**config.mk**
```make
export PLATFORM = sky130hd
export DESIGN_NAME = low_voltage_stop_control
export DESIGN_NICKNAME = d
export VERILOG_FILES = /design/src/inc/power_ctrl_pkg.sv /design/src/rtl/low_voltage_stop_control.sv
export SDC_FILE = /design/constraint.sdc
export NUM_CORES = 1
export LEC_CHECK = 0
export BUFFER_PORTS_ARGS = -buffer_cell sky130_fd_sc_hd__buf_2
export CAP_MARGIN = 40
export CELL_PAD_IN_SITES_DETAIL_PLACEMENT = 0
export CELL_PAD_IN_SITES_GLOBAL_PLACEMENT = 1
export CORE_ASPECT_RATIO = 0.9
export CORE_UTILIZATION = 32
export CTS_CLUSTER_DIAMETER = 100
export DETAILED_ROUTE_END_ITERATION = 6
export MAX_ROUTING_LAYER = met4
export PLACE_DENSITY = 0.7
export REMOVE_ABC_BUFFERS = 1
export SLEW_MARGIN = 20
export SYNTH_ARGS = -nofsm -noshare
export SYNTH_HDL_FRONTEND = slang
export SYNTH_SLANG_ARGS = --single-unit
```
**constraint.sdc**
```tcl
create_clock -name clk -period 1.4 [get_ports clk]
set_clock_uncertainty 0.2 [all_clocks]
set_input_delay 0.28 -clock clk [delete_from_list [all_inputs] [get_ports clk]]
set_output_delay 0.28 -clock clk [all_outputs]
set_load 0.01 [all_outputs]
```
**src/inc/power_ctrl_pkg.sv**
```systemverilog
package power_ctrl_pkg;
   localparam int unsigned ADDR_W = 8;
   localparam int unsigned DATA_W = 8;

   // Register offsets
   localparam logic [7:0] OFS_DETECT_CTRL = 8'h00;
   localparam logic [7:0] OFS_WARN_STOP   = 8'h01;
   localparam logic [7:0] OFS_IRQ_STATUS  = 8'h02;
   localparam logic [7:0] OFS_IRQ_MASK    = 8'h03;

   // low_voltage_detect_ctrl_status fields
   localparam int unsigned B_DETECT_FLAG  = 7;
   localparam int unsigned B_DETECT_ACK   = 6;
   localparam int unsigned B_DETECT_IRQEN = 5;
   localparam int unsigned B_DETECT_RSTEN = 4;
   localparam int unsigned B_DETECT_STOPEN = 3;
   localparam int unsigned B_DETECT_EN    = 2;
   localparam int unsigned B_BANDGAP_EN   = 0;

   // warning_and_stop_ctrl_status fields
   localparam int unsigned B_WARN_FLAG    = 7;
   localparam int unsigned B_WARN_ACK     = 6;
   localparam int unsigned B_DETECT_TRIP  = 5;
   localparam int unsigned B_WARN_TRIP    = 4;
   localparam int unsigned B_PPD_FLAG     = 3;
   localparam int unsigned B_PPD_ACK      = 2;
   localparam int unsigned B_STOP_MODE    = 0;

   // Interrupt status and mask fields
   localparam int unsigned B_EV_DETECT    = 0;
   localparam int unsigned B_EV_WARN      = 1;
   localparam int unsigned B_EV_PPD       = 2;
   localparam int unsigned EV_W           = 3;

   // Reset values
   localparam logic       RST_BIT         = 1'b0;
   localparam logic [2:0] RST_EVENTS      = 3'h0;
   localparam logic [7:0] RST_RDATA       = 8'h00;
endpackage

```
**src/rtl/low_voltage_stop_control.sv**
```systemverilog
// Overview of operation
// - With detection enabled, a detect event sets the read-only detect flag, bit 7.
// - Writing 1 to bit 6 clears the detect flag; bit 6 reads 0.
// - Detect flag and interrupt enable bit 5 together raise an interrupt request.
// - Write-once reset enable bit 4 with detection on forces reset on flag.
// - Stop enable bit 3 keeps detection running in stop; 0 disables it.
// - Write-once enable bit 2 turns detection on and gates bits 5 to 3; bit 0 is not gated.
// - Bit 0 enables the bandgap reference buffer for the converter.
// - Write-once bits take only the first write after reset.
// - Warning flag sets while supply is under warning trip, and stays set.
// - Warning acknowledge clears the flag only when no warning is present.
// - Bit 5 of second register selects high or low detect trip point.
// - Bit 4 of second register selects high or low warning trip point.
// - Partial power-down flag reads 1 after recovery from that stop mode.
// - Writing 1 to bit 2 clears the partial power-down flag.
// - Write-once bit 0 picks retained-logic stop (0) or partial power-down stop (1).
//
// Decided for this implementation: the register addresses and the address-and-strobe port.
`timescale 1ns/100ps
module low_voltage_stop_control (
   input  wire logic                                clk,
   input  wire logic                                reset,
   input  wire logic                                sys_reset,
   input  wire logic [power_ctrl_pkg::ADDR_W-1:0]   addr,
   input  wire logic [power_ctrl_pkg::DATA_W-1:0]   wr_data,
   input  wire logic                                wr_en,
   input  wire logic                                rd_en,
   output logic      [power_ctrl_pkg::DATA_W-1:0]   rd_data,
   input  wire logic                                detect_event,
   input  wire logic                                warning_present,
   input  wire logic                                stop_active,
   input  wire logic                                ppd_recovery,
   output logic                                     detector_active,
   output logic                                     detect_irq,
   output logic                                     detect_reset_req,
   output logic                                     bandgap_buffer_en,
   output logic                                     detect_trip_high,
   output logic                                     warning_trip_high,
   output logic                                     partial_powerdown_sel,
   output logic                                     irq
);
   logic                              detect_flag_q;
   logic                              detect_irq_enable_q;
   logic                              detect_reset_enable_q;
   logic                              detect_stop_enable_q;
   logic                              detect_enable_q;
   logic                              bandgap_buffer_enable_q;
   logic                              warning_flag_q;
   logic                              detect_trip_select_q;
   logic                              warning_trip_select_q;
   logic                              partial_powerdown_flag_q;
   logic                              stop_mode_select_q;
   logic                              once1_done_q;
   logic                              once2_done_q;
   logic [power_ctrl_pkg::EV_W-1:0]   ev_status_q;
   logic [power_ctrl_pkg::EV_W-1:0]   ev_mask_q;
   logic [power_ctrl_pkg::DATA_W-1:0] rd_data_q;
   logic                              any_reset;
   logic                              sel_det;
   logic                              sel_warn;
   logic                              sel_stat;
   logic                              sel_mask;
   logic                              wr_det;
   logic                              wr_warn;
   logic                              wr_mask;
   logic                              rd_stat;
   logic                              once1_ok;
   logic                              once2_ok;
   logic                              detect_set;
   logic                              detect_ack;
   logic                              warning_ack;
   logic                              ppd_ack;
   logic                              warning_rise;
   logic [power_ctrl_pkg::EV_W-1:0]   ev_in;
   logic [power_ctrl_pkg::DATA_W-1:0] rd_det;
   logic [power_ctrl_pkg::DATA_W-1:0] rd_warn;
   logic [power_ctrl_pkg::DATA_W-1:0] rd_mux;

   assign any_reset = reset | sys_reset;
   assign sel_det   = addr == power_ctrl_pkg::OFS_DETECT_CTRL;
   assign sel_warn  = addr == power_ctrl_pkg::OFS_WARN_STOP;
   assign sel_stat  = addr == power_ctrl_pkg::OFS_IRQ_STATUS;
   assign sel_mask  = addr == power_ctrl_pkg::OFS_IRQ_MASK;
   assign wr_det    = wr_en & sel_det;
   assign wr_warn   = wr_en & sel_warn;
   assign wr_mask   = wr_en & sel_mask;
   assign rd_stat   = rd_en & sel_stat;

   // Write-once fields only load while their register has not yet been written
   assign once1_ok  = wr_det & ~once1_done_q;
   assign once2_ok  = wr_warn & ~once2_done_q;

   // Comparator is only trusted while it is powered
   assign detector_active = detect_enable_q & (~stop_active | detect_stop_enable_q);
   assign detect_set   = detector_active & detect_event;
   assign detect_ack   = wr_det & wr_data[power_ctrl_pkg::B_DETECT_ACK];
   assign warning_ack  = wr_warn & wr_data[power_ctrl_pkg::B_WARN_ACK];
   assign ppd_ack      = wr_warn & wr_data[power_ctrl_pkg::B_PPD_ACK];
   assign warning_rise = warning_present & ~warning_flag_q;

   assign detect_irq       = detect_flag_q & detect_irq_enable_q;
   assign detect_reset_req = detect_flag_q & detect_reset_enable_q & detect_enable_q;
   assign bandgap_buffer_en     = bandgap_buffer_enable_q;
   assign detect_trip_high      = detect_trip_select_q;
   assign warning_trip_high     = warning_trip_select_q;
   assign partial_powerdown_sel = stop_mode_select_q;

   assign ev_in = {ppd_recovery & ~partial_powerdown_flag_q,
                   warning_rise,
                   detect_set & ~detect_flag_q};
   assign irq = |(ev_status_q & ev_mask_q);

   // Acknowledge bits and reserved bits read as zero
   assign rd_det  = {detect_flag_q, 1'b0, detect_irq_enable_q, detect_reset_enable_q,
                     detect_stop_enable_q, detect_enable_q, 1'b0, bandgap_buffer_enable_q};
   assign rd_warn = {warning_flag_q, 1'b0, detect_trip_select_q, warning_trip_select_q,
                     partial_powerdown_flag_q, 2'b00, stop_mode_select_q};
   assign rd_mux  = sel_det  ? rd_det :
                    sel_warn ? rd_warn :
                    sel_stat ? {5'h00, ev_status_q} :
                    sel_mask ? {5'h00, ev_mask_q} : 8'h00;
   assign rd_data = rd_data_q;

   // Set wins over acknowledge in the same cycle so no event is lost
   always_ff @(posedge clk) begin
      if (any_reset) begin
         detect_flag_q <= power_ctrl_pkg::RST_BIT;
      end else if (detect_set) begin
         detect_flag_q <= 1'b1;
      end else if (detect_ack) begin
         detect_flag_q <= 1'b0;
      end
   end

   always_ff @(posedge clk) begin
      if (any_reset) begin
         detect_irq_enable_q     <= power_ctrl_pkg::RST_BIT;
         detect_stop_enable_q    <= power_ctrl_pkg::RST_BIT;
         bandgap_buffer_enable_q <= power_ctrl_pkg::RST_BIT;
      end else if (wr_det) begin
         detect_irq_enable_q     <= wr_data[power_ctrl_pkg::B_DETECT_IRQEN];
         detect_stop_enable_q    <= wr_data[power_ctrl_pkg::B_DETECT_STOPEN];
         bandgap_buffer_enable_q <= wr_data[power_ctrl_pkg::B_BANDGAP_EN];
      end
   end

   always_ff @(posedge clk) begin
      if (any_reset) begin
         detect_reset_enable_q <= power_ctrl_pkg::RST_BIT;
         detect_enable_q       <= power_ctrl_pkg::RST_BIT;
         once1_done_q          <= power_ctrl_pkg::RST_BIT;
      end else if (once1_ok) begin
         detect_reset_enable_q <= wr_data[power_ctrl_pkg::B_DETECT_RSTEN];
         detect_enable_q       <= wr_data[power_ctrl_pkg::B_DETECT_EN];
         once1_done_q          <= 1'b1;
      end
   end

   // Warning flag is re-set every cycle the warning is present, so an ack during it fails
   always_ff @(posedge clk) begin
      if (any_reset) begin
         warning_flag_q <= power_ctrl_pkg::RST_BIT;
      end else if (warning_present) begin
         warning_flag_q <= 1'b1;
      end else if (warning_ack) begin
         warning_flag_q <= 1'b0;
      end
   end

   // Trip selects only clear on power-on reset
   always_ff @(posedge clk) begin
      if (reset) begin
         detect_trip_select_q  <= power_ctrl_pkg::RST_BIT;
         warning_trip_select_q <= power_ctrl_pkg::RST_BIT;
      end else if (wr_warn) begin
         detect_trip_select_q  <= wr_data[power_ctrl_pkg::B_DETECT_TRIP];
         warning_trip_select_q <= wr_data[power_ctrl_pkg::B_WARN_TRIP];
      end
   end

   always_ff @(posedge clk) begin
      if (any_reset) begin
         partial_powerdown_flag_q <= power_ctrl_pkg::RST_BIT;
      end else if (ppd_recovery) begin
         partial_powerdown_flag_q <= 1'b1;
      end else if (ppd_ack) begin
         partial_powerdown_flag_q <= 1'b0;
      end
   end

   always_ff @(posedge clk) begin
      if (any_reset) begin
         stop_mode_select_q <= power_ctrl_pkg::RST_BIT;
         once2_done_q       <= power_ctrl_pkg::RST_BIT;
      end else if (once2_ok) begin
         stop_mode_select_q <= wr_data[power_ctrl_pkg::B_STOP_MODE];
         once2_done_q       <= 1'b1;
      end
   end

   // Read clears status; a new event in the same cycle survives
   always_ff @(posedge clk) begin
      if (any_reset) begin
         ev_status_q <= power_ctrl_pkg::RST_EVENTS;
      end else begin
         ev_status_q <= (rd_stat ? power_ctrl_pkg::RST_EVENTS : ev_status_q) | ev_in;
      end
   end

   always_ff @(posedge clk) begin
      if (any_reset) begin
         ev_mask_q <= power_ctrl_pkg::RST_EVENTS;
      end else if (wr_mask) begin
         ev_mask_q <= wr_data[power_ctrl_pkg::EV_W-1:0];
      end
   end

   always_ff @(posedge clk) begin
      if (any_reset) begin
         rd_data_q <= power_ctrl_pkg::RST_RDATA;
      end else begin
         rd_data_q <= rd_en ? rd_mux : power_ctrl_pkg::RST_RDATA;
      end
   end
endmodule // low_voltage_stop_control

```
==> summary.txt, run 1 <==
Clock tree
  – Clk_lat worst skew: 270 ps
  – Clock Sinks: 26
  – Clock Tree Root: clkbuf_8
  – CTS H-tree depth: 1
  – CTS clk-pin slew, worst paths: 90 ps
  – Max Root-Sink Buffers: 2
  – CTS buffer count: 3
  – CTS tree: done
  – # hold bufs at CTS: 0

Routing
  – Routed Wire Length: 3401 um
  – DR pass1 iterations: 6
  – DRC Markers: 0
  – 1st-iter DRT viols: 30
  – DR WL/cell: 14.79 um
  – Via count: 1195
  – Via density: 5.196
  – Final ANT Viol Nets: 0

Timing
  – Final setup viols: 5
  – Fin crit period: 1635 ps
  – Final period util: 116.8%
  – Unrepaired setup endpoints after global routing: true
  – Fmax: 0.6118 GHz
  – Final worst setup slack: -234.6 ps
  – Fin. Hold Viols: 0
  – Min Hold Slack: 8.081 ps
  – Final Max Tran Viols: 0

Placement
  – Area after DPL: 1530 um^2
  – Post-DP HPWL: 2474 um
  – Routability congestion estimate: 0.7978
  – I/O Buffers: 38

Worst setup path
  – CP startpoint kind: flip-flop
  – Max FO, Critical Path: 2
  – WP buf/inv: 2
  – R2r endpoint: detect_reset_enable_q
  – Cell family with most CP delay: compound AO/OA/AOI/OAI gates
  – Reg2Reg Setup Slack: 0 ps
  – Worst Path Arrival: 1150 ps
  – CP endpoint kind: primary output
  – Critical path class: flip-flop to primary output
  – Max stage delay cell, worst path: a222oi_1
  – Worst EP required: 920 ps
  – Reg2reg path depth: 3
  – Critical path cell sequence: a222oi_1 > inv_1 > buf_2
  – Worst r2r src: once1_done_q
  – Critical Path Max Stage Delay: 340 ps

Logic synthesis
  – Synth area leader: dfxtp_1
  – Yosys reg bits: 26
  – Dominant cells by area after synthesis: dfxtp_1, mux2i_1, nand4_1
  – Cells after Synth: 122
  – Yosys top cell area share: 44.40%
  – Mapped Area: 1172 um^2
  – Post-synthesis sequential area ratio: 44.40%
  – Syn avg cell area: 9.610 um^2
  – Distinct cells, synth: 36
  – Total number of yosys warnings: 0

Final layout
  – Commonest non-fill, non-tap cell in the layout: buf_2
  – Synthesis-to-finish area growth: 53.15%
  – N_diodes: 0
  – Max reg flops: 7
  – Share of cells above drive strength 1: 51.61%
  – Net count, final: 212
  – Most frequent cells in the layout: buf_2, buf_4, dfxtp_1, nand2_1, mux2i_1
  – Post-route cell area: 1795 um^2

Status
  – Failing checks: setup timing
  – Outcome: finished with violations

Pwr
  – Worst vdd ir: 0.0004476 V
  – Leak: 0.7793 nW
  – Power Density: 864.9 nW/um^2
  – Internal power: 1.212 mW
  – Clock group share of total power: 40.3%
  – Switching part of the total power: 21.92%
  – Power, Total: 1.553 mW
  – Sequential Power Share: 48.1%
  – Switch Pwr: 340.4 uW
  – Combinational power share: 11.6%

Die
  – Die Height: 59.42 um
  – Placeable Area: 3428 um^2
  – Die X: 65.80 um
  – Starting Density: 34.20%
  – Die area: 3910 um^2
  – # IOs: 41
  – Row count: 20

Global routing
  – Peak-usage layer in the global routing report: met2
  – First-pass GRT wire length: 5409 um
  – GR Util met3: 3.654%
  – Total track usage: 19.36%
  – M1 GR Usage: 23.78%
  – GRT overflow: 0
  – Initial antenna violation count: 0
  – Vias in the first global route: 1135
  – GR Util met2: 31.78%
  – Largest net degree at the start of global routing: 16

Hold path
  – HP Start: wr_data[6]
  – Worst Hold Class: input port to flip-flop
  – Hold endpoint: detect_flag_q
  – Min-Delay Path Depth: 2

Run
  – Max-cap viol count: 0
==> area by class of cell <==
cell class | count | area [um^2]
Clock buffer | 3 | 41.29
Clock inverter | 1 | 30.03
Fill cell | 316 | 1633
Inverter | 3 | 11.26
Multi-Input combinational cell | 86 | 669.4
Sequential cell | 26 | 534.3
Tap cell | 44 | 55.05
Timing Repair Buffer | 67 | 454.2
==> power groups by stage <==
stage               Combinational [mW]  Sequential (mW)  Clock, mW
detailed placement               0.156            0.768          0
floorplan                       0.0534            0.766          0
CTS                              0.174            0.748      0.636
global route                     0.194            0.747      0.681
finish                           0.180            0.746      0.627
global placement                 0.152            0.767          0
==> cell usage after synthesis (all sizes together) <==
cell type	count
o2bb2ai	1
a222oi	1
nor3	1
mux4	1
nand4	8
a22oi	1
dfxtp	26
o21a	3
mux2i	12
nand2	13
or3b	1
a311oi	1
nor3b	3
nor2b	2
and4	1
nor4	1
or4	1
buf	5
or2	2
inv	3
a31oi	2
or3	1
nand3	1
nor2	9
mux2	1
a41oi	3
and2	3
clkbuf	2
and3	1
a32o	2
nand2b	1
o41ai	4
a21oi	4
conb	1
==> cells by family after synthesis <==
| kind of cell | count (synthesis) | synth area share [%] |
|---|---|---|
| buffers and inverters | 10 | 4.162 |
| and+or+nand+nor | 49 | 23.37 |
| AOI/OAI and AO/OA | 22 | 14.62 |
| DFF | 26 | 44.40 |
| muxes | 14 | 13.13 |
| other | 1 | 0.3199 |
==> stage by stage <==
step | worst slack [ps] | TNS (ps) | utilization [%] | cells
floorplan | -435.4 | -7306 | - | 115
global placement | -316.4 | -6050 | 44.64 | 217
detailed placement | -372.3 | -6805 | 44.64 | 217
CTS | -239.8 | -312.6 | 50.58 | 227
global route | -299.8 | -741.2 | 52.37 | 230
finish | -234.6 | -415.2 | 52.37 | 230
==> timing repair <==
item / 4_1_cts / 5_1_grt
setup endpoints to repair: 15 / 17
pin swaps: 6 / 6
buffers inserted: 6 / 3
resized for setup: 22 / 11
==> worst max-delay path by stage <==
stage | from | to | depth (start not counted)
global placement | addr[3] | detect_enable_q | 4
global route | ev_mask_q[0] | irq | 3
finish | ev_mask_q[0] | irq | 3
detailed placement | addr[3] | warning_trip_high | 4
floorplan | addr[3] | bandgap_buffer_en | 3
CTS | ev_mask_q[0] | irq | 3
==> per-layer routing <==
metal / up-vias / wire (um)
li1: 580 / -
met1: 569 / 1572
met2: 38 / 1607
met3: 8 / 159
met4: 0 / 61
met5: - / 0
Power figures use the tool's default switching activity.
==> run 2: changes to the inputs <==
Settings changed: SKIP_LAST_GASP set to 1.
==> run 2 against run 1 <==
Against the previous run:
- the flow still finishes with violations (setup timing)
- global-route usage did not move
- sequential share of layout area stayed put
- combinational power hardly changed
- first-iteration DRC count rose by 6.7%
- critical endpoint unchanged
==> summary.txt, run 2 (synthesis results as in run 1) <==
Worst setup path
  – Critical Path Max Stage Delay: 340 ps (about the same)
  – Worst Path Arrival: 1150 ps (about the same)
  – Critical path class: flip-flop to primary output
  – Max stage delay cell, worst path: a222oi_1
  – CP endpoint kind: primary output
  – CP startpoint kind: flip-flop
  – Critical path cell sequence: a222oi_1 > inv_1 > buf_2
  – Worst EP required: 920 ps (about the same)
  – Max FO, Critical Path: 2 (unchanged)

Final layout
  – Synthesis-to-finish area growth: 53.15% (unchanged)
  – N_diodes: 0 (unchanged)
  – Non-Filler Instances: 230 (unchanged)
  – Most frequent cells in the layout: buf_2, buf_4, dfxtp_1, nand2_1, mux2i_1
  – Commonest non-fill, non-tap cell in the layout: buf_2
  – Share of cells above drive strength 1: 51.61% (unchanged)
  – Net count, final: 212 (unchanged)
  – FILL cells: 316 (unchanged)
  – Post-route cell area: 1795 um^2 (unchanged)
  – Final Util: 52.37% (unchanged)
  – Max reg flops: 7 (unchanged)

Hold path
  – Worst Hold Class: input port to flip-flop

Clock tree
  – CTS tree: done
  – Clock Tree Root: clkbuf_8
  – Clock Sinks: 26 (unchanged)
  – # hold bufs at CTS: 0 (unchanged)
  – CTS H-tree depth: 1 (unchanged)
  – CTS buffer count: 3 (unchanged)
  – Max Root-Sink Buffers: 2 (unchanged)
  – Clk_lat worst skew: 270 ps (about the same)
  – CTS clk-pin slew, worst paths: 90 ps (about the same)

Pwr
  – Worst vdd ir: 0.0004474 V (about the same)
  – Leak: 0.7793 nW (unchanged)
  – Power Density: 864.8 nW/um^2 (about the same)
  – Power, Total: 1.553 mW (about the same)

Status
  – Outcome: finished with violations
  – Failing checks: setup timing

Die
  – Starting Density: 34.20% (unchanged)
  – Die X: 65.80 um (unchanged)
  – Die area: 3910 um^2 (unchanged)
  – Die Height: 59.42 um (unchanged)
  – # IOs: 41 (unchanged)
  – Placeable Area: 3428 um^2 (unchanged)
  – Row count: 20 (unchanged)

Global routing
  – Initial antenna violation count: 0 (unchanged)
  – GR Util met3: 3.654% (unchanged)
  – Largest net degree at the start of global routing: 16 (unchanged)
  – GR Util met2: 31.78% (unchanged)
  – Peak-usage layer in the global routing report: met2
  – Total track usage: 19.36% (unchanged)
  – M1 GR Usage: 23.78% (unchanged)
  – Vias in the first global route: 1135 (unchanged)
  – First-pass GRT wire length: 5409 um (unchanged)
  – GRT overflow: 0 (unchanged)

Placement
  – I/O Buffers: 38 (unchanged)
  – Placed insts: 217 (unchanged)
  – Area after DPL: 1530 um^2 (unchanged)
  – Post-DP HPWL: 2474 um (unchanged)
  – Routability congestion estimate: 0.7978 (unchanged)

Timing
  – Unrepaired setup endpoints after global routing: true
  – Final setup viols: 5 (unchanged)
  – Final period util: 116.8% (unchanged)
  – Fin. Hold Viols: 0 (unchanged)
  – TNS Setup: -414.4 ps (+0.8660 ps)
  – Final Max Tran Viols: 0 (unchanged)
  – Final worst setup slack: -234.6 ps (unchanged)
  – Fmax: 0.6118 GHz (unchanged)
  – Fin crit period: 1635 ps (unchanged)

Routing
  – DRC Markers: 0 (unchanged)
  – DR WL/cell: 14.77 um (-0.12%)
  – Via density: 5.196 (unchanged)
  – 1st-iter DRT viols: 32 (+6.7%)
  – Routed Wire Length: 3397 um (-0.12%)
  – DR pass1 iterations: 6 (unchanged)
  – Via count: 1195 (unchanged)
  – Final ANT Viol Nets: 0 (unchanged)

Run
  – Max-cap viol count: 0 (unchanged)
-- run 2: cell counts in the layout (fill, tap and decap cells not counted) --
Identical to the previous run, type by type.
-- run 2: metrics by stage --
stage,hold slack [ps],setup WS [ps]
6_report,7.775,-234.6
5_1_grt,5.386,-299.8
4_1_cts,4.190,-239.8
3_5_place_dp,267.3,-372.3
3_3_place_gp,257.8,-316.4
2_1_floorplan,149.1,-435.4
-- run 2: worst max-delay path: cells and delay by family (launching register included) --
family	cells	cell delay (ps)
flip-flops	1	330
AO/OA/AOI/OAI	1	340
buffers and inverters	2	210
-- run 2: worst paths after layout --
path,startpoint,to,slack [ps],depth (start not counted)
worst max-delay path,ev_mask_q[0],irq,-230,3
worst max register to register,once1_done_q,detect_reset_enable_q,0,3
worst min-delay path,wr_data[6],detect_flag_q,8,2
worst min register to register,ev_mask_q[1],ev_mask_q[1],280,2
-- run 2: layout make-up --
class	instances	area, um^2	share of cell area, %
Tap cell	44	55.05	3.066
Inverter	3	11.26	0.6272
Clock buffer	3	41.29	2.300
Sequential cell	26	534.3	29.76
Clock inverter	1	30.03	1.672
Timing Repair Buffer	67	454.2	25.30
Multi-Input combinational cell	86	669.4	37.28
-- run 2: report_power, final --
| part | leakage [nW] | switching [mW] | total [mW] | internal (mW) |
|---|---|---|---|---|
| Sequential | 0.214 | 0.00484 | 0.746 | 0.741 |
| Clock | 0.0357 | 0.244 | 0.627 | 0.383 |
| Combinational | 0.529 | 0.0913 | 0.180 | 0.0886 |
| Total | 0.779 | 0.340 | 1.55 | 1.21 |
-- run 2: timing repair --
action,4_1_cts,5_1_grt
endpoints found under the setup margin,15,18
setup buffers,6,3
pin swaps,5,7
cloned,0,0
gates resized for setup,17,16
-- run 2: metal layers --
layer | up-vias | share of wire, %
met1 | 567 | 46
met3 | 8 | 5.0
met2 | 40 | 47
li1 | 580 | -
met4 | 0 | 1.8
met5 | - | 0
==> run 3: changes to the inputs <==
==> constraint.sdc (replaced) <==
create_clock -name clk -period 1.4 [get_ports clk]
set_clock_uncertainty 0.2 [all_clocks]
set_input_delay 0.21 -clock clk [delete_from_list [all_inputs] [get_ports clk]]
set_output_delay 0.21 -clock clk [all_outputs]
set_load 0.01 [all_outputs]
==> run 3 against run 2 <==
Against the previous run:
- the run still ends with setup timing left
- clock power down 23%
- count of clock-buffer cells in the layout up 1
- register-to-register slack better by 20 ps
- critical path type unchanged
- critical endpoint unchanged
- largest cell class unchanged
==> summary.txt, run 3 (synthesis results as in run 1) <==
Worst setup path
  – Critical path class: flip-flop to primary output
  – Max FO, Critical Path: 2 (unchanged)
  – CP startpoint kind: flip-flop
  – Worst EP required: 990 ps (+70 ps)
  – CP endpoint kind: primary output
  – Worst Path Arrival: 1140 ps (about the same)

Die
  – Die Height: 59.42 um (unchanged)
  – Row count: 20 (unchanged)
  – Die X: 65.80 um (unchanged)
  – Placeable Area: 3428 um^2 (unchanged)
  – Die area: 3910 um^2 (unchanged)
  – # IOs: 41 (unchanged)
  – Starting Density: 34.20% (unchanged)

Placement
  – Routability congestion estimate: 0.7942 (-0.45%)
  – Post-DP HPWL: 2490 um (+0.63%)
  – I/O Buffers: 38 (unchanged)
  – Area after DPL: 1545 um^2 (+0.98%)
  – Pre-CTS WS: -357.8 ps (+14.53 ps)

Timing
  – TNS Setup: -167.0 ps (+247.4 ps)
  – Final worst setup slack: -146.4 ps (+88.20 ps)
  – Fin crit period: 1546 ps (-88.20 ps)
  – Unrepaired setup endpoints after global routing: true
  – Final setup viols: 4 (-1)
  – Fin. Hold Viols: 0 (unchanged)
  – Fmax: 0.6467 GHz (+5.7%)
  – Final Max Tran Viols: 0 (unchanged)
  – Final period util: 110.5% (-6.3 points)

Clock tree
  – CTS H-tree depth: 1 (unchanged)
  – Max Root-Sink Buffers: 2 (unchanged)
  – Clock Sinks: 26 (unchanged)
  – Clk_lat worst skew: 270 ps (about the same)
  – CTS buffer count: 3 (unchanged)
  – Clock Tree Root: clkbuf_8
  – CTS clk-pin slew, worst paths: 90 ps (about the same)
  – CTS tree: done

Routing
  – Final ANT Viol Nets: 0 (unchanged)
  – DR WL/cell: 14.06 um (-4.8%)
  – Via density: 5.068 (-2.4%)
  – 1st-iter DRT viols: 24 (-25%)
  – Via count: 1186 (-0.75%)
  – DR pass1 iterations: 4 (-2)
  – Routed Wire Length: 3291 um (-3.1%)
  – DRC Markers: 0 (unchanged)

Final layout
  – Net count, final: 216 (+1.9%)
  – Synthesis-to-finish area growth: 54.00%
  – Share of cells above drive strength 1: 46.84% (-4.8 points)
  – Post-route cell area: 1805 um^2 (+0.56%)
  – Most frequent cells in the layout: buf_2, buf_4, dfxtp_1, nand2_1, mux2i_1
  – Commonest non-fill, non-tap cell in the layout: buf_2
  – Max reg flops: 7 (unchanged)
  – N_diodes: 0 (unchanged)

Status
  – Outcome: finished with violations
  – Failing checks: setup timing

Global routing
  – Largest net degree at the start of global routing: 15 (-1)
  – GRT overflow: 0 (unchanged)
  – First-pass GRT wire length: 5306 um (-1.9%)
  – Total track usage: 18.62% (-0.74 points)
  – Vias in the first global route: 1105 (-2.6%)
  – Initial antenna violation count: 0 (unchanged)

Hold path
  – Worst Hold Class: input port to flip-flop

Run
  – Max-cap viol count: 0 (unchanged)

Pwr
  – Power Density: 791.5 nW/um^2 (-8.5%)
  – Leak: 0.7803 nW (+0.14%)
  – Worst vdd ir: 0.0003828 V (-14%)
  – Power, Total: 1.429 mW (-8.0%)
## run 3: cell count changes in the layout (fill, tap and decap cells not counted), moves of 2 or more
cell / previous run / this run
dlygate4sd3_1: 0 / 7
buf_6: 9 / 3
buf_2: 33 / 36
o41ai_2: 4 / 2
o41ai_4: 0 / 2
## run 3: area by class of cell
class,instances,area (um^2)
Clock buffer,4,55.05
Fill cell,314,1623
Inverter,3,11.26
Multi-Input combinational cell,86,681.9
Sequential cell,26,530.5
Tap cell,44,55.05
Timing Repair Buffer,71,471.7
## run 3: path summary, 6_finish.rpt
kind / endpoint / depth (start not counted) / start / slack [ps]
setup / recovery: irq / 3 / ev_mask_q[0] / -150
hold / removal: detect_reset_enable_q / 3 / wr_data[4] / 7
setup reg to reg: detect_reset_enable_q / 3 / once1_done_q / 20
hold reg to reg: detect_stop_enable_q / 2 / detect_stop_enable_q / 280
## run 3: routing by layer
layer	up-vias	routed length [um]	track usage, %
li1	592	-	-
met1	550	1616	25.06
met2	38	1468	28.86
met3	6	158	2.500
met4	0	48	5.901
met5	-	0	-
## run 3: repair_timing
action,in CTS,in global routing
hold buffers,6,1
endpoints found under the hold margin,8,1
setup buffers,3,1
resized for setup,9,13
setup endpoints to repair,6,11
pin swaps,1,5
## run 3: metrics by stage
| step | util (%) | hold WS [ps] | instances |
|---|---|---|---|
| 2_1_floorplan | - | 79.07 | 115 |
| 3_3_place_gp | 45.07 | 228.5 | 219 |
| 3_5_place_dp | 45.07 | 232.6 | 219 |
| 4_1_cts | 50.18 | 1.067 | 232 |
| 5_1_grt | 52.66 | 1.176 | 234 |
| 6_report | 52.66 | 6.976 | 234 |
## run 3: power by group
part           switching [mW]  internal (mW)
Clock                   0.234          0.251
Combinational          0.0960         0.0999
Sequential            0.00493          0.743
Total                   0.335           1.09
## run 3: critical path, cell delays in order (launching register included)
cell and delay (ps):
dfxtp_2 330, a222oi_1 340, inv_1 60, buf_2 140
